## src/common/rgr_defs.vh

```
// Purpose: constants for the reset generation and recording block
// Assumes: 100 MHz clock
// Notes:   output bit order {core_periph, always_on_periph, dap, cpu_core, power_on_domain}
`ifndef RGR_DEFS_VH
`define RGR_DEFS_VH

// reset output mask bit positions
`define RGR_OUT_POD        0
`define RGR_OUT_CPU        1
`define RGR_OUT_DAP        2
`define RGR_OUT_AON        3
`define RGR_OUT_CPER       4

// source-to-output masks
`define RGR_MAP_AON_POR    5'h1f
`define RGR_MAP_LV_WAKE    5'h17
`define RGR_MAP_LV_COLD    5'h1f
`define RGR_MAP_PIN        5'h1b
`define RGR_MAP_WDOG       5'h1a
`define RGR_MAP_SWREQ      5'h1a
`define RGR_MAP_OPTFAIL    5'h13
`define RGR_MAP_DSLEEP     5'h17
`define RGR_MAP_EMU_SLEEP  5'h12
`define RGR_MAP_DBG        5'h02

// reset cause codes
`define RGR_CAUSE_NONE     4'h0
`define RGR_CAUSE_AON_POR  4'h1
`define RGR_CAUSE_LV_POR   4'h2
`define RGR_CAUSE_PIN      4'h3
`define RGR_CAUSE_WDOG     4'h4
`define RGR_CAUSE_SWREQ    4'h5
`define RGR_CAUSE_WAKE     4'h6
`define RGR_CAUSE_OPTFAIL  4'h7
`define RGR_CAUSE_LOCKUP   4'h8

// clock source select
`define RGR_CLK_RC         1'b0
`define RGR_CLK_XTAL       1'b1

// crystal start-up times in microseconds, and clock rate
`define RGR_XTAL_MAXBIAS_US  1000
`define RGR_XTAL_OPTBIAS_US  2000
`define RGR_CLK_MHZ          100
`define RGR_XTAL_MAXBIAS_CYC (`RGR_XTAL_MAXBIAS_US * `RGR_CLK_MHZ)
`define RGR_XTAL_OPTBIAS_CYC (`RGR_XTAL_OPTBIAS_US * `RGR_CLK_MHZ)

`endif

```

## src/verilog/rgr_reset_gen.v

```verilog
// Purpose: central reset generation, restart cause recording, hf clock default and failover
// Assumes: all source inputs are asynchronous levels, active high except the pin
// Notes:   all outputs registered; reset outputs released on clk
`timescale 1ns/1ps
`include "rgr_defs.vh"

// How it works
// - tap reset follows its pin only in jtag mode with debug port enabled.
// - deep-sleep reset held from entry request until low-voltage detector reports good.
// - emulated deep sleep keeps core and memory powered, resets only cpu core and core peripherals.
// - last restart cause recorded: supplies, pin, watchdog, software, wake, option failure.
// - cpu lockup flags a cause and halt, applies no reset.
// - power-on-domain reset covers cpu, debug components and interrupt controller.
// - cpu-core reset spares debug; debug access port reset separate.
// - always-on and core peripheral resets produced separately.
// - always-on por or cold low-voltage por asserts all five outputs.
// - low-voltage por from deep-sleep wake spares the always-on peripheral reset.
// - pin asserts all but dap; watchdog and software assert cpu and peripherals.
// - option failure, deep sleeps and debug reset use their own fixed masks.
// - internal rc oscillator selected as system clock whenever core powers up.
// - crystal failure forces rc clock and, if the crystal was the selected clock, raises a non-maskable interrupt.
// - crystal deemed usable only after 1 ms max bias or 2 ms optimal bias.
// - core and memory supply detectors merged into one low-voltage source.
module rgr_reset_gen #(
    parameter XTAL_MAXBIAS_CYC = `RGR_XTAL_MAXBIAS_CYC,
    parameter XTAL_OPTBIAS_CYC = `RGR_XTAL_OPTBIAS_CYC
) (
    input  wire       clk,
    input  wire       reset,
    input  wire       always_on_supply_por,
    input  wire       core_supply_por,
    input  wire       mem_supply_por,
    input  wire       external_reset_pin_n,
    input  wire       watchdog_expired,
    input  wire       software_reset_request,
    input  wire       option_check_failure,
    input  wire       debug_reset_request,
    input  wire       deep_sleep_request,
    input  wire       emulated_sleep_mode,
    input  wire       cpu_lockup,
    input  wire       tap_reset_pin,
    input  wire       serial_wire_mode,
    input  wire       debug_port_enable,
    input  wire       xtal_select,
    input  wire       xtal_bias_max,
    input  wire       xtal_fail,
    output reg        power_on_domain_reset,
    output reg        cpu_core_reset,
    output reg        debug_access_port_reset,
    output reg        always_on_periph_reset,
    output reg        core_periph_reset,
    output reg        tap_reset,
    output reg        deep_sleep_reset,
    output reg  [3:0] reset_cause,
    output reg        lockup_halt,
    output reg        sys_clk_select,
    output reg        xtal_ready,
    output reg        xtal_fail_nmi
);

    localparam CW = 28;

    // ----------------------------------------------------------------
    // input synchronisers
    // ----------------------------------------------------------------
    localparam NS = 17;
    wire [NS-1:0] raw_in = {xtal_fail, xtal_bias_max, xtal_select, debug_port_enable, serial_wire_mode,
                            tap_reset_pin, cpu_lockup, emulated_sleep_mode, deep_sleep_request,
                            debug_reset_request, option_check_failure, software_reset_request,
                            watchdog_expired, external_reset_pin_n, mem_supply_por, core_supply_por,
                            always_on_supply_por};
    reg  [NS-1:0] sync_a;
    reg  [NS-1:0] sync_b;

    // two flops per input; sync_a is read only by sync_b
    always @(posedge clk) begin
        sync_a <= raw_in;
        sync_b <= sync_a;
    end

    wire s_aon   = sync_b[0];
    wire s_lv    = sync_b[1] | sync_b[2];
    wire s_pin   = ~sync_b[3];    // pin is active low; inverted after the synchroniser
    wire s_wdog  = sync_b[4];
    wire s_swreq = sync_b[5];
    wire s_opt   = sync_b[6];
    wire s_dbg   = sync_b[7];
    wire s_dsreq = sync_b[8];
    wire s_emu   = sync_b[9];
    wire s_lock  = sync_b[10];
    wire s_tap   = sync_b[11];
    wire s_swd   = sync_b[12];
    wire s_dpen  = sync_b[13];
    wire s_xsel  = sync_b[14];
    wire s_xmax  = sync_b[15];
    wire s_xfail = sync_b[16];

    // ----------------------------------------------------------------
    // deep sleep tracking
    // ----------------------------------------------------------------
    reg  in_sleep;     // normal deep sleep in progress, power removed
    reg  emu_sleep;    // emulated deep sleep in progress
    reg  woke_sleep;   // last power-up of core came from deep sleep

    // held from request until lv detector reports good after wake
    // emulated sleep never removes power, so no lv wait
    always @(posedge clk) begin
        if (reset) begin
            in_sleep   <= 1'b0;
            emu_sleep  <= 1'b0;
            woke_sleep <= 1'b0;
        end else begin
            if (s_aon) begin
                in_sleep   <= 1'b0;
                emu_sleep  <= 1'b0;
                woke_sleep <= 1'b0;
            end else begin
                if (s_dsreq && !s_emu)
                    in_sleep <= 1'b1;
                else if (in_sleep && !s_dsreq && !s_lv)
                    in_sleep <= 1'b0;
                emu_sleep <= s_dsreq & s_emu;
                if (s_dsreq && !s_emu)
                    woke_sleep <= 1'b1;
                else if (!in_sleep && !s_lv)
                    woke_sleep <= 1'b0;
            end
        end
    end

    // ----------------------------------------------------------------
    // source to output map
    // ----------------------------------------------------------------
    reg [4:0] next_mask;

    // or of every active source mask
    always @* begin
        next_mask = 5'h00;
        if (s_aon)
            next_mask = next_mask | `RGR_MAP_AON_POR;
        if (s_lv && woke_sleep)
            next_mask = next_mask | `RGR_MAP_LV_WAKE;
        if (s_lv && !woke_sleep)
            next_mask = next_mask | `RGR_MAP_LV_COLD;
        if (s_pin)
            next_mask = next_mask | `RGR_MAP_PIN;
        if (s_wdog)
            next_mask = next_mask | `RGR_MAP_WDOG;
        if (s_swreq)
            next_mask = next_mask | `RGR_MAP_SWREQ;
        if (s_opt)
            next_mask = next_mask | `RGR_MAP_OPTFAIL;
        if (in_sleep)
            next_mask = next_mask | `RGR_MAP_DSLEEP;
        if (emu_sleep)
            next_mask = next_mask | `RGR_MAP_EMU_SLEEP;
        // request comes from debug port register bit
        if (s_dbg)
            next_mask = next_mask | `RGR_MAP_DBG;
    end

    // power-on domain cpu core and dap peripheral pair
    // the five reset outputs asserted and deep-sleep reset cleared during block reset so the system never runs half-reset
    always @(posedge clk) begin
        if (reset) begin
            power_on_domain_reset   <= 1'b1;
            cpu_core_reset          <= 1'b1;
            debug_access_port_reset <= 1'b1;
            always_on_periph_reset  <= 1'b1;
            core_periph_reset       <= 1'b1;
            deep_sleep_reset        <= 1'b0;
        end else begin
            power_on_domain_reset   <= next_mask[`RGR_OUT_POD];
            cpu_core_reset          <= next_mask[`RGR_OUT_CPU];
            debug_access_port_reset <= next_mask[`RGR_OUT_DAP];
            always_on_periph_reset  <= next_mask[`RGR_OUT_AON];
            core_periph_reset       <= next_mask[`RGR_OUT_CPER];
            deep_sleep_reset        <= in_sleep;
        end
    end

    // tap reset independent, masked in serial wire or disabled port
    always @(posedge clk) begin
        if (reset)
            tap_reset <= 1'b0;
        else
            tap_reset <= s_tap & s_dpen & ~s_swd;
    end

    // ----------------------------------------------------------------
    // cause recording
    // ----------------------------------------------------------------
    reg cpu_held;    // cpu reset was asserted last cycle

    // cause latched on rising cpu reset, priority by severity
    // not cleared by block reset, only overwritten by a new restart or a cpu lockup
    // lockup recorded and halts with no reset applied
    always @(posedge clk) begin
        cpu_held <= next_mask[`RGR_OUT_CPU];
        if (next_mask[`RGR_OUT_CPU] && !cpu_held) begin
            if (s_aon)
                reset_cause <= `RGR_CAUSE_AON_POR;
            else if (s_lv && !woke_sleep)
                reset_cause <= `RGR_CAUSE_LV_POR;
            else if (s_pin)
                reset_cause <= `RGR_CAUSE_PIN;
            else if (s_wdog)
                reset_cause <= `RGR_CAUSE_WDOG;
            else if (s_swreq)
                reset_cause <= `RGR_CAUSE_SWREQ;
            else if (s_opt)
                reset_cause <= `RGR_CAUSE_OPTFAIL;
            else if (in_sleep || emu_sleep || s_lv)
                reset_cause <= `RGR_CAUSE_WAKE;
        end else if (s_lock && !lockup_halt && !next_mask[`RGR_OUT_CPU]) // stale lockup during cpu reset ignored
            reset_cause <= `RGR_CAUSE_LOCKUP;
    end

    // lockup halt cleared only by a cpu reset, e.g. from the watchdog, or by block reset
    always @(posedge clk) begin
        if (reset)
            lockup_halt <= 1'b0;
        else if (next_mask[`RGR_OUT_CPU])
            lockup_halt <= 1'b0;
        else if (s_lock)
            lockup_halt <= 1'b1;
    end

    // ----------------------------------------------------------------
    // hf clock source, crystal start-up and failover
    // ----------------------------------------------------------------
    reg  [CW-1:0] xtal_cnt;
    wire [CW-1:0] xtal_limit = s_xmax ? XTAL_MAXBIAS_CYC[CW-1:0] : XTAL_OPTBIAS_CYC[CW-1:0];

    // start-up wait before crystal counted usable
    always @(posedge clk) begin
        if (reset || power_on_domain_reset || !s_xsel || s_xfail) begin
            xtal_cnt   <= {CW{1'b0}};
            xtal_ready <= 1'b0;
        end else if (xtal_cnt >= xtal_limit) begin
            xtal_ready <= 1'b1;
        end else begin
            xtal_cnt <= xtal_cnt + {{(CW-1){1'b0}}, 1'b1};
        end
    end

    // rc on core power-up failover and nmi pulse
    always @(posedge clk) begin
        if (reset || power_on_domain_reset) begin
            sys_clk_select <= `RGR_CLK_RC;
            xtal_fail_nmi  <= 1'b0;
        end else begin
            xtal_fail_nmi <= s_xfail & (sys_clk_select == `RGR_CLK_XTAL);
            if (s_xfail)
                sys_clk_select <= `RGR_CLK_RC;
            else if (xtal_ready && s_xsel)
                sys_clk_select <= `RGR_CLK_XTAL;
            else if (!s_xsel)
                sys_clk_select <= `RGR_CLK_RC;
        end
    end

endmodule // rgr_reset_gen

```

## config.mk

```make
export PLATFORM = sky130hd
export DESIGN_NAME = rgr_reset_gen
export DESIGN_NICKNAME = d
export VERILOG_FILES = /design/src/verilog/rgr_reset_gen.v
export VERILOG_INCLUDE_DIRS = /design/src /design/src/common
export SDC_FILE = /design/constraint.sdc
export NUM_CORES = 1
export LEC_CHECK = 0
export ABC_AREA = 1
export BUFFER_PORTS_ARGS = -buffer_cell sky130_fd_sc_hd__buf_4
export CORE_UTILIZATION = 45
export CTS_BUF_LIST = sky130_fd_sc_hd__clkbuf_2 sky130_fd_sc_hd__clkbuf_4 sky130_fd_sc_hd__clkbuf_8
export CTS_CLUSTER_DIAMETER = 30
export DETAILED_ROUTE_END_ITERATION = 7
export GPL_TIMING_DRIVEN = 0
export HOLD_SLACK_MARGIN = 0.1
export PLACE_DENSITY = 0.64
export SYNTH_ARGS = -nofsm -noshare
export SYNTH_HDL_FRONTEND = slang
export SYNTH_SLANG_ARGS = --single-unit
```

## constraint.sdc

```tcl
create_clock -name clk -period 2.3 [get_ports clk]
set_input_delay 0.115 -clock clk [delete_from_list [all_inputs] [get_ports clk]]
set_output_delay 0.115 -clock clk [all_outputs]
set_load 0.1 [all_outputs]
```

---- Word level (Yosys, flattened, before mapping) ----
Index checks and enable logic that the tools add are counted.
word-level totals
  register bits after elaboration ......... 81
  input port bits ......................... 19
  output and inout port bits .............. 15
  word-level logic and storage cells ...... 86
operators by class
  add/subtract/negate cells ............... 1
  order comparisons ....................... 1
  equality and inequality tests ........... 2
  multiplexer cells ....................... 26
  bitwise gates (word level) .............. 6
  reductions and logical operators ........ 31
operators by type and width
  kind                   number
  $mux 5                 9
  $mux 4                 9
  $add 28x1->28 const B  1
  $ge 28x18->1           1
  $mux 18                1
  $logic_and 1x1->1      10
  $logic_not 1->1        9
  $ne 8x7->1 const B     1
  $mux 1                 6
  $reduce_bool 2->1      3
  $reduce_or 2->1        3
  $logic_or 1x1->1       5
  $and 1x1->1            4
  $mux 2                 1
  $ne 2x1->1 const B     1
  $reduce_and 2->1       1
  $not 1->1              1
  $or 1x1->1             1

---- Longest topological paths before layout ----
Gate-level depths: netlist of run 1.
  word-level depth ........................ 15
  depth in mapped cells ................... 11

---- Worst setup path before layout of run 1 ----
Ideal clock, no wire load.
  path type ............................... register to register
  start point ............................. register power_on_domain_reset
  end point ............................... register xtal_ready
  library setup time ...................... 0.116 ns
  data arrival time ....................... 1.652 ns
  data required time ...................... 2.184 ns
  setup slack ............................. 0.532 ns
  cell stages (with the launch flop) ...... 6
  path buffers ............................ 1
  cell sequence ........................... dfxtp_1 -> nor2_1 -> nand3_1 -> clkbuf_1 -> o21bai_1 -> inv_1
between the ends
  longest elaborated chain between the ends .. 3
RTL lines
  item                            RTL line             source
  start, declared                 rgr_reset_gen.v:47   output reg power_on_domain_reset,
  start signal, assigned          rgr_reset_gen.v:173  power_on_domain_reset <= next_mask[`RGR_OUT_POD];
  $logic_or 1x1->1 (3 in series)  rgr_reset_gen.v:237  if (reset || power_on_domain_reset || !s_xsel || s_xfail) begin
  end signal, assigned            rgr_reset_gen.v:239  xtal_ready <= 1'b0;
  end signal, assigned            rgr_reset_gen.v:241  xtal_ready <= 1'b1;
  end, declared                   rgr_reset_gen.v:57   output reg xtal_ready,
Every way passes these cells.
A chain may end at the register's enable or synchronous reset.

---- Worst setup path in the final report of run 1 ----
  start point ............................. register sync_b[15]
  end point ............................... register xtal_cnt[8]
between the ends
  longest elaborated chain between the ends .. 2
RTL lines
  item                    RTL line             source
  start, declared         rgr_reset_gen.v:73   reg [NS-1:0] sync_b;
  start signal, assigned  rgr_reset_gen.v:78   sync_b <= sync_a;
  $mux 18                 rgr_reset_gen.v:233  wire [CW-1:0] xtal_limit = s_xmax ? XTAL_MAXBIAS_CYC[CW-1:0] : XTAL_OPTBIAS_CYC[CW-1:0];
  $ge 28x18->1            rgr_reset_gen.v:240  end else if (xtal_cnt >= xtal_limit) begin
  end signal, assigned    rgr_reset_gen.v:238  xtal_cnt <= {CW{1'b0}};
  end signal, assigned    rgr_reset_gen.v:243  xtal_cnt <= xtal_cnt + {{(CW-1){1'b0}}, 1'b1};
  end, declared           rgr_reset_gen.v:232  reg [CW-1:0] xtal_cnt;
Every way passes these cells.

==> reports/results.ini, run 1 <==
[logic_synthesis]
synth_seq_cells = 81
synth_flop_cell = dfxtp_1
synth-compound-area-share_pct = 5.59
syn_area_sq_um = 3180
ys_seq_area_share_pct = 52.3
async_reset_ff_share_pct = 0
yosys_warnings = 0
synthXorXnorAreaFrac_pct = 3.03
synth_edf_count = 4
synth-simple-area-share_pct = 28.3
yosys.cell_count.top_type = nand2_1
synth_top_area_share_pct = 48.5
yosysTopAreaCell = dfxtp_1
synthMuxAreaShare_pct = 0
synth_top_family_by_area = simple AND/OR/NAND/NOR gates
synthTopCellsByCount = nand2_1 (91), dfxtp_1 (77), nor2_1 (62), inv_1 (41), nand3_1 (32)
synthTopCellsByArea = dfxtp_1 (49%), nand2_1 (11%), nor2_1 (7.3%)
ys_types = 30
netlist_instances = 392
synth_nets = 421
syn_avg_cell_area_sq_um = 8.10
synth_adder_area_share_pct = 3.94

[die]
die_area_sq_um = 7400
row_count = 30
ios = 34
die_h_um = 86.0
die_w_um = 86.0
start_util_pct = 46.7
fp.coreArea_sq_um = 6790

[power]
peakVddDrop_v = 0.000471
switching_power_mw = 0.611
power.internal_mw = 2.24
leakagePower_nw = 1.63
swShare_pct = 21.4
power.density_nw_per_um2 = 718
combPwrFrac_pct = 3.5
seqPwrFrac_pct = 51.2
clkPwrFrac_pct = 45.3

[timing]
worst_pin_slew_ps = 507
finalSetupTns_ps = 0
rsz0062_at_grt = no
finalWorstSetupSlack_ps = 230
maxSlewHeadroom_pct = 66.2
skew_ps = 12.1
finalHoldViolCount = 0
setup_viol = 0
fin_crit_sh_pct = 90.0
period_minus_slack_ps = 2070
max_freq_mhz = 483
slew_violations = 0

[route]
drtIter0Drc = 117
vias = 2596
antenna_left = 0
wl_per_cell_um = 11.5
drt-total-wl_um = 6370
vias_per_cell = 4.68
drc = 0
drtPass1Iterations = 4

[critical_path]
slowest_delay_ps = 470
cp.required_ps = 2580
cp-end-kind = flip-flop
critPathLaunchType = flip-flop
cp.arrival_ps = 2350
critPathKind = flip-flop to flip-flop
path_cells = inv_1 -> ha_1 -> nand2_1 -> nand2_1 -> a21oi_1 -> nand3_1 -> nand2_2 -> buf_4 -> nand3_1 -> a21oi_1
path_delay_family = simple AND/OR/NAND/NOR gates
worstReg2RegStart = sync_b[15]$_DFF_P_
path_buf_inv = 2
cp_max_fo = 10
crit_slowest_cell = dfxtp_1
worstSetupStartpoint = sync_b[15]$_DFF_P_

[cts]
clkSinkCount = 81
clk_latency_ps = 350
tritoncts = done
htreeDepth = 3
cts_hold_buf = 18
cts_resized = 0
clock-root-buffer = clkbuf_8
clock_path_buffers = 2
cts_buffers = 9
post_cts_buffers = 0
path_clk_slew_ps = 90

[worst_hold_path]
min-delay-start = sync_a[11]$_DFF_P_
hold_path.class = flip-flop to flip-flop

[grt]
grt_max_degree = 17
track_usage_pct = 19.4
grt_overflow = 0
grt_pass1_wl_um = 10900
grt_pass1_vias = 2438
antenna_found_initial = 0

[layout]
area_growth_pct = 25.3
n_fill_cell = 605
drive_above_1_share_pct = 14.8
fin_nets = 483
num_antenna_cells = 0

[status]
outcome = completed

[place]
dp_slack_ps = 244
numPortBuffers = 33
dpl.hpwl_um = 4510
gp_congestion = 0.861

[run]
drv_cap = 0

==> cell usage in the layout, fill, tap and decap left out, types with 2 or more instances in the layout <==
master | netlist | layout
nand2_1 | 91 | 91
dfxtp_1 | 77 | 77
nor2_1 | 62 | 62
inv_1 | 41 | 41
buf_4 | 1 | 34
nand3_1 | 32 | 32
a21oi_1 | 23 | 23
dlygate4sd3_1 | 0 | 18
ha_1 | 10 | 10
clkbuf_8 | 0 | 9
o21ai_0 | 6 | 6
xor2_1 | 6 | 6
xnor2_1 | 5 | 5
nor4_1 | 4 | 4
nand2_2 | 4 | 4
edfxtp_1 | 4 | 4
clkbuf_1 | 3 | 3
nor2_2 | 3 | 3
bufinv_16 | 0 | 3
nor3_1 | 2 | 2
nand3b_1 | 2 | 2
inv_2 | 2 | 2
nor2_4 | 2 | 2
buf_6 | 2 | 2
nand4_1 | 2 | 2
inv_6 | 0 | 2
inv_8 | 0 | 2
==> worst paths after layout <==
check / to / slack [ps] / cells past startpoint
worst min register to register: sync_b[11]$_DFF_P_ / 330 / 0
worst max-delay path: xtal_cnt[8]$_SDFFE_PP0N_ / 230 / 10
worst max register to register: xtal_cnt[8]$_SDFFE_PP0N_ / 230 / 10
worst min-delay path: sync_b[11]$_DFF_P_ / 330 / 0
==> cell type report <==
cell class	instances	area [sq um]	share of cell area (%)
repair buffers	51	428	10.8
plain buffers	7	56.3	1.42
clock inverters	7	130	3.27
multi-input cells	261	1300	32.6
well taps	96	120	3.02
flip-flops and latches	81	1660	41.8
inverters	43	161	4.06
clock buffers	9	124	3.11
==> layer usage <==
layer | up-vias | track usage, % | wire, um | share of wire [%]
met2 | 47 | 31.0 | 2920 | 46
met4 | 0 | 10.0 | 136 | 2.1
met3 | 13 | 3.46 | 199 | 3.1
li1 | 1365 | - | - | -
met5 | - | 0 | 0 | 0
met1 | 1171 | 25.0 | 3120 | 49
==> worst reg2reg max path: cells and delay by family (launching register included) <==
kind                       cells  cell delay [ps]
AOI/OAI and AO/OA              2              330
adders and majority gates      1              330
buffers and inverters          2              360
DFF                            1              470
and+or+nand+nor                5              520
==> cells by family after synthesis <==
group                    after synthesis
AND/OR/NAND/NOR                      207
AO/OA/AOI/OAI                         33
XOR/XNOR                              11
buffers and inverters                 50
flip-flops                            81
adder cells (fa/ha/maj)               10
==> metrics by stage <==
stage	hold slack [ps]	area [sq um]	util, %	power [mW]	instances
after floorplan	143	3180	-	1.53	392
after global placement	219	3540	52.2	1.57	521
after detailed placement	220	3540	52.2	1.57	521
after CTS	331	3980	58.5	2.89	555
after global routing	329	3980	58.5	2.95	555
final	330	3980	58.5	2.85	555
==> sequential cells by signal, indices dropped and copies added, names as in the netlist, 4 cells and up <==
| signal | cells |
|---|---|
| xtal_cnt | 28 |
| sync_a | 17 |
| reset_cause | 4 |
| sync_b | 17 |
==> power by group through the flow <==
stage,Combinational [mW],Sequential [mW],Clock [mW]
6_report,0.0994,1.46,1.29
4_1_cts,0.0987,1.46,1.33
5_1_grt,0.108,1.46,1.38
2_1_floorplan,0.0280,1.50,0
3_3_place_gp,0.0734,1.49,0
3_5_place_dp,0.0745,1.49,0
No activity file was read; power rests on OpenSTA's default activity.
==> inputs of run 2 (changes only) <==
CORE_MARGIN = 3   (was default)
==> reports/results.ini, run 2 (synthesis results as in run 1) <==
[status]
outcome = completed  ; unchanged

[layout]
final_common_cell = nand2_1  ; unchanged
n_fill_cell = 602  ; was 605
regMostFlops = xtal_cnt  ; unchanged
largest_reg_flops = 28  ; unchanged
drive_above_1_share_pct = 15.0  ; was 14.8%
post-route-util_pct = 59.9  ; was 58.5%
regArea_sq_um = 1660  ; about the same
fin_cells = 552  ; was 555
reg.largest.list = xtal_cnt: 28 flops, sync_a: 17 flops, sync_b: 17 flops  ; unchanged
fin_nets = 483  ; unchanged
multiInputGateArea_sq_um = 1300  ; unchanged
num_antenna_cells = 0  ; unchanged
area_growth_pct = 24.5  ; was 25.3%
fin_area_sq_um = 3950  ; was 3980 sq um
mostFrequentLayoutCells = nand2_1 (91), dfxtp_1 (76), nor2_1 (62), inv_1 (41), buf_4 (34)  ; was nand2_1 (91), dfxtp_1 (77), nor2_1 (62), inv_1 (41), buf_4 (34)

[power]
leakagePower_nw = 1.61  ; was 1.63 nW
seqPwrFrac_pct = 53.0  ; was 51.2%
switching_power_mw = 0.626  ; was 0.611 mW
clkPwrFrac_pct = 43.3  ; was 45.3%
swShare_pct = 22.7  ; was 21.4%
power.internal_mw = 2.13  ; was 2.24 mW
combPwrFrac_pct = 3.7  ; was 3.5%
peakVddDrop_v = 0.000505  ; was 0.000471 V
power.density_nw_per_um2 = 698  ; was 718 nW/um^2

[route]
vias = 2574  ; was 2596
vias_per_cell = 4.66  ; was 4.68
drtPass1Iterations = 5  ; was 4
antenna_left = 0  ; unchanged
drtIter0Drc = 191  ; was 117
wl_per_cell_um = 12.0  ; was 11.5 um
drt-total-wl_um = 6620  ; was 6370 um
drc = 0  ; unchanged

[critical_path]
crit_slowest_cell = dfxtp_2  ; was dfxtp_1
cp.arrival_ps = 2270  ; was 2350 ps
critPathLaunchType = flip-flop  ; unchanged
cp.required_ps = 2570  ; was 2580 ps
slowest_delay_ps = 400  ; was 470 ps
path_common_cell = nand2_1
cp_max_fo = 10  ; unchanged
critPathKind = flip-flop to flip-flop  ; unchanged
cp-end-kind = flip-flop  ; unchanged
path_cells = inv_1 -> ha_1 -> nand2_1 -> nor2_1 -> nand2_1 -> nor2_1 -> nand2_1 -> nand3_4 -> buf_6 -> nand2_1 -> a21oi_1  ; was inv_1 -> ha_1 -> nand2_1 -> nand2_1 -> a21oi_1 -> nand3_1 -> nand2_2 -> buf_4 -> nand3_1 -> a21oi_1

[die]
die_h_um = 90.0  ; was 86.0 um
row_count = 29  ; was 30
die_area_sq_um = 8100  ; was 7400 sq um
start_util_pct = 48.1  ; was 46.7%
die_w_um = 90.0  ; was 86.0 um
fp.coreArea_sq_um = 6600  ; was 6790 sq um
ios = 34  ; unchanged

[grt]
track_usage_pct = 17.1  ; was 19.4%
antenna_found_initial = 0  ; unchanged
grt_overflow = 0  ; unchanged
grt_pass1_wl_um = 11100  ; was 10900 um
grt_pass1_vias = 2373  ; was 2438
grt_max_degree = 17  ; unchanged

[place]
gp_congestion = 0.863  ; was 0.861
dp_slack_ps = 263  ; was 244 ps
postPlaceCellArea_sq_um = 3540  ; about the same
numPortBuffers = 33  ; unchanged
dpl.hpwl_um = 4640  ; was 4510 um
placed_cells = 518  ; was 521

[timing]
fin_crit_sh_pct = 86.9  ; was 90.0%
slew_violations = 0  ; unchanged
maxSlewHeadroom_pct = 62.6  ; was 66.2%
period_minus_slack_ps = 2000  ; was 2070 ps
worst_pin_slew_ps = 561  ; was 507 ps
skew_ps = 12.9  ; was 12.1 ps
finalWorstSetupSlack_ps = 302  ; was 230 ps
rsz0062_at_grt = no  ; unchanged
max_freq_mhz = 500  ; was 483 MHz
setup_viol = 0  ; unchanged
finalSetupTns_ps = 0  ; unchanged
finalHoldViolCount = 0  ; unchanged

[cts]
cts_buffers = 9  ; unchanged
tritoncts = done  ; unchanged
htreeDepth = 3  ; unchanged
clk_latency_ps = 350  ; about the same
path_clk_slew_ps = 90  ; about the same
clkSinkCount = 81  ; unchanged
post_cts_buffers = 0  ; unchanged
clock-root-buffer = clkbuf_8  ; unchanged
clock_path_buffers = 2  ; unchanged

[run]
drv_cap = 0  ; unchanged

[worst_hold_path]
hold_path.class = flip-flop to flip-flop  ; unchanged

run 2: changes by cell type in the layout (fill, tap and decap cells not counted), sizes merged:
cell,change
bufinv,-1
clkinvlp,+1
run 2: worst paths after layout:
kind	slack (ps)	depth (start not counted)	from	to
setup / recovery	300	11	sync_b[15]$_DFF_P_	xtal_cnt[14]$_SDFFE_PP0N_
hold reg to reg	330	0	sync_a[9]$_DFF_P_	sync_b[9]$_DFF_P_
hold / removal	330	0	sync_a[9]$_DFF_P_	sync_b[9]$_DFF_P_
setup reg to reg	300	11	sync_b[15]$_DFF_P_	xtal_cnt[14]$_SDFFE_PP0N_
run 2: final cells by class:
type | instances | share of cell area, %
inverters | 43 | 4.08
well taps | 93 | 2.94
clock inverters | 7 | 2.72
multi-input cells | 261 | 32.8
flip-flops and latches | 81 | 42.1
clock buffers | 9 | 3.13
plain buffers | 7 | 1.42
repair buffers | 51 | 10.8
run 2: routing by layer:
metal	GRT usage, %	vias up	wire length, um
met3	4.34	8	273
met2	25.9	58	2960
met4	6.89	0	93
li1	-	1366	-
met1	23.2	1142	3290
met5	0	-	0
run 2: through the flow:
step	hold WS, ps	power, mW
global placement	220	1.57
finish	332	2.76
global route	340	2.87
detailed placement	221	1.57
floorplan	143	1.53
CTS	332	2.77
run 2: worst max-delay path: cells and delay by family, from the launching register on:
family / cells / cell delay (ps)
compound gates: 1 / 120
fa+ha+maj: 1 / 320
buf+inv: 2 / 280
flops: 1 / 400
simple gates: 7 / 790
run 2: timing repair:
item | CTS | global route
endpoints found under the hold margin | 28 | 0
hold buffers | 18 | 0
endpoints found under the setup margin | 0 | 1
gates resized for setup | 0 | 1
run 2: power by group through the flow:
| stage | sequential (mW) | combinational (mW) | clock [mW] |
|---|---|---|---|
| 5_1_grt | 1.47 | 0.113 | 1.29 |
| 3_5_place_dp | 1.49 | 0.0753 | 0 |
| 3_3_place_gp | 1.49 | 0.0739 | 0 |
| 2_1_floorplan | 1.50 | 0.0280 | 0 |
| 6_report | 1.46 | 0.101 | 1.20 |
| 4_1_cts | 1.46 | 0.0997 | 1.21 |
==> inputs of run 3 (changes only) <==
==> constraint.sdc (replaced) <==
create_clock -name clk -period 2.3 [get_ports clk]
set_input_delay 0.46 -clock clk [delete_from_list [all_inputs] [get_ports clk]]
set_output_delay 0.46 -clock clk [all_outputs]
set_load 0.1 [all_outputs]
==> reports/results.ini, run 3 (synthesis results as in run 1) <==
[timing]
finalSetupTns_ps = 0  ; unchanged
skew_ps = 9.05  ; was 12.9 ps
setup_viol = 0  ; unchanged
rsz0062_at_grt = no  ; unchanged
finalHoldViolCount = 0  ; unchanged
worst_pin_slew_ps = 557  ; was 561 ps
holdWs_ps = 210  ; was 332 ps
fin_crit_sh_pct = 87.2  ; was 86.9%
max_freq_mhz = 499  ; was 500 MHz
maxSlewHeadroom_pct = 62.9  ; was 62.6%
slew_violations = 0  ; unchanged
period_minus_slack_ps = 2000  ; about the same

[run]
drv_cap = 0  ; unchanged

[die]
die_w_um = 90.0  ; unchanged
fp.coreArea_sq_um = 6600  ; unchanged
die_area_sq_um = 8100  ; unchanged
start_util_pct = 48.1  ; unchanged
die_h_um = 90.0  ; unchanged
ios = 34  ; unchanged
row_count = 29  ; unchanged

[status]
outcome = completed  ; unchanged

[layout]
mostFrequentLayoutCells = nand2_1 (91), dfxtp_1 (76), nor2_1 (62), inv_1 (41), buf_4 (34)  ; unchanged
largest_reg_flops = 28  ; unchanged
final_common_cell = nand2_1  ; unchanged
drive_above_1_share_pct = 15.6  ; was 15.0%
num_antenna_cells = 0  ; unchanged
fin_area_sq_um = 3770  ; was 3950 sq um
regMostFlops = xtal_cnt  ; unchanged
area_growth_pct = 18.8  ; was 24.5%
reg.largest.list = xtal_cnt: 28 flops, sync_a: 17 flops, sync_b: 17 flops  ; unchanged
fin_nets = 465  ; was 483
fin_cells = 534  ; was 552

[worst_hold_path]
hold_path.class = primary input to flip-flop  ; was flip-flop to flip-flop
holdPathStages = 1  ; was 0
min-delay-start = xtal_fail  ; was sync_a[9]$_DFF_P_
whs_endpoint = sync_a[16]$_DFF_P_  ; was sync_b[9]$_DFF_P_

[grt]
grt_pass1_vias = 2260  ; was 2373
grt_overflow = 0  ; unchanged
antenna_found_initial = 0  ; unchanged
track_usage_pct = 16.2  ; was 17.1%
grt_max_degree = 17  ; unchanged
grt_pass1_wl_um = 10600  ; was 11100 um

[place]
dpl.hpwl_um = 4640  ; unchanged
postPlaceCellArea_sq_um = 3540  ; unchanged
gp_congestion = 0.863  ; unchanged
numPortBuffers = 33  ; unchanged
placed_cells = 518  ; unchanged

[power]
power.density_nw_per_um2 = 721  ; was 698 nW/um^2
power_mw = 2.72  ; was 2.76 mW
peakVddDrop_v = 0.000497  ; was 0.000505 V
leakagePower_nw = 1.54  ; was 1.61 nW

[critical_path]
worstReg2RegStart = sync_b[15]$_DFF_P_  ; unchanged
cp.required_ps = 2570  ; about the same
slowest_delay_ps = 410  ; was 400 ps
cp.arrival_ps = 2280  ; was 2270 ps
cp_max_fo = 10  ; unchanged
path_cells = inv_1 -> ha_1 -> nand2_1 -> nor2_1 -> nand2_1 -> nor2_1 -> nand2_1 -> nand3_4 -> buf_6 -> nand2_1 -> a21oi_1  ; unchanged
critPathLaunchType = flip-flop  ; unchanged
reg2reg_depth = 11  ; unchanged
path_delay_family = simple AND/OR/NAND/NOR gates  ; unchanged
rrSetupSlack_ps = 300  ; about the same
path_common_cell = nand2_1  ; unchanged
path_buf_inv = 2  ; unchanged
crit_slowest_cell = dfxtp_2  ; unchanged
timing.rr.end = xtal_cnt[14]$_SDFFE_PP0N_  ; unchanged
cp-end-kind = flip-flop  ; unchanged
critPathKind = flip-flop to flip-flop  ; unchanged

[cts]
clkSinkCount = 81  ; unchanged
cts_buffers = 9  ; unchanged
clock-root-buffer = clkbuf_8  ; unchanged
htreeDepth = 3  ; unchanged
path_clk_slew_ps = 90  ; about the same
cts_resized = 0  ; unchanged
tritoncts = done  ; unchanged
post_cts_buffers = 0  ; unchanged
clock_path_buffers = 2  ; unchanged
clk_latency_ps = 350  ; about the same
cts_hold_buf = 0  ; was 18

[route]
drtIter0Drc = 163  ; was 191
vias = 2517  ; was 2574
drt-total-wl_um = 6300  ; was 6620 um
wl_met1_um = 3140  ; was 3290 um
dr.max_layer_used = met4  ; unchanged
antenna_left = 0  ; unchanged
drtPass1Iterations = 4  ; was 5
vias_per_cell = 4.71  ; was 4.66
dr_wl_met3_um = 326  ; was 273 um
wl_per_cell_um = 11.8  ; was 12.0 um
drc = 0  ; unchanged
route.met2.wl_um = 2770  ; was 2960 um

run 3: changes by cell type in the layout (fill, tap and decap cells not counted):
cell	before	now
dlygate4sd3_1	18	0
run 3: how the worst max path moves through the flow:
stage	from	end	slack, ps	cells past startpoint
after floorplan	power_on_domain_reset$_SDFF_PP1_	xtal_ready$_SDFFE_PP0P_	530	5
after global placement	sync_b[15]$_DFF_P_	xtal_cnt[16]$_SDFFE_PP0N_	300	11
after detailed placement	sync_b[15]$_DFF_P_	xtal_cnt[16]$_SDFFE_PP0N_	260	11
after CTS	sync_b[15]$_DFF_P_	xtal_cnt[14]$_SDFFE_PP0N_	230	11
after global routing	sync_b[15]$_DFF_P_	xtal_cnt[16]$_SDFFE_PP0N_	110	11
final	sync_b[15]$_DFF_P_	xtal_cnt[14]$_SDFFE_PP0N_	300	11
run 3: routing by layer:
metal,track usage [%],vias up
li1,-,1326
met1,22.3,1116
met2,23.9,70
met3,4.84,5
met4,6.12,0
met5,0,-
run 3: power by group:
part	switching (mW)	total [mW]	leakage, nW	internal, mW
Sequential	0.0151	1.46	0.676	1.45
Clock	0.549	1.18	0.114	0.634
Combinational	0.0425	0.0755	0.748	0.0331
run 3: layout make-up:
type / count / area (sq um)
Tap cell: 93 / 116
Clock inverter: 7 / 108
Multi-Input combinational cell: 261 / 1300
Sequential cell: 81 / 1660
Fill cell: 625 / 2830
Clock buffer: 9 / 124
Buffer: 7 / 56.3
Timing Repair Buffer: 33 / 248
Inverter: 43 / 161
run 3: metrics by stage:
step           setup slack (ps)  util (%)
2_1_floorplan               532         -
3_3_place_gp                304      53.6
3_5_place_dp                263      53.6
4_1_cts                     234      57.1
5_1_grt                     108      57.1
6_report                    295      57.1
run 3: worst register-to-register path: stages (launching register included):
cell and delay, ps:
dfxtp_2 410, inv_1 110, ha_1 320, nand2_1 60, nor2_1 200, nand2_1 100, nor2_1 120, nand2_1 90
nand3_4 170, buf_6 180, nand2_1 60, a21oi_1 120
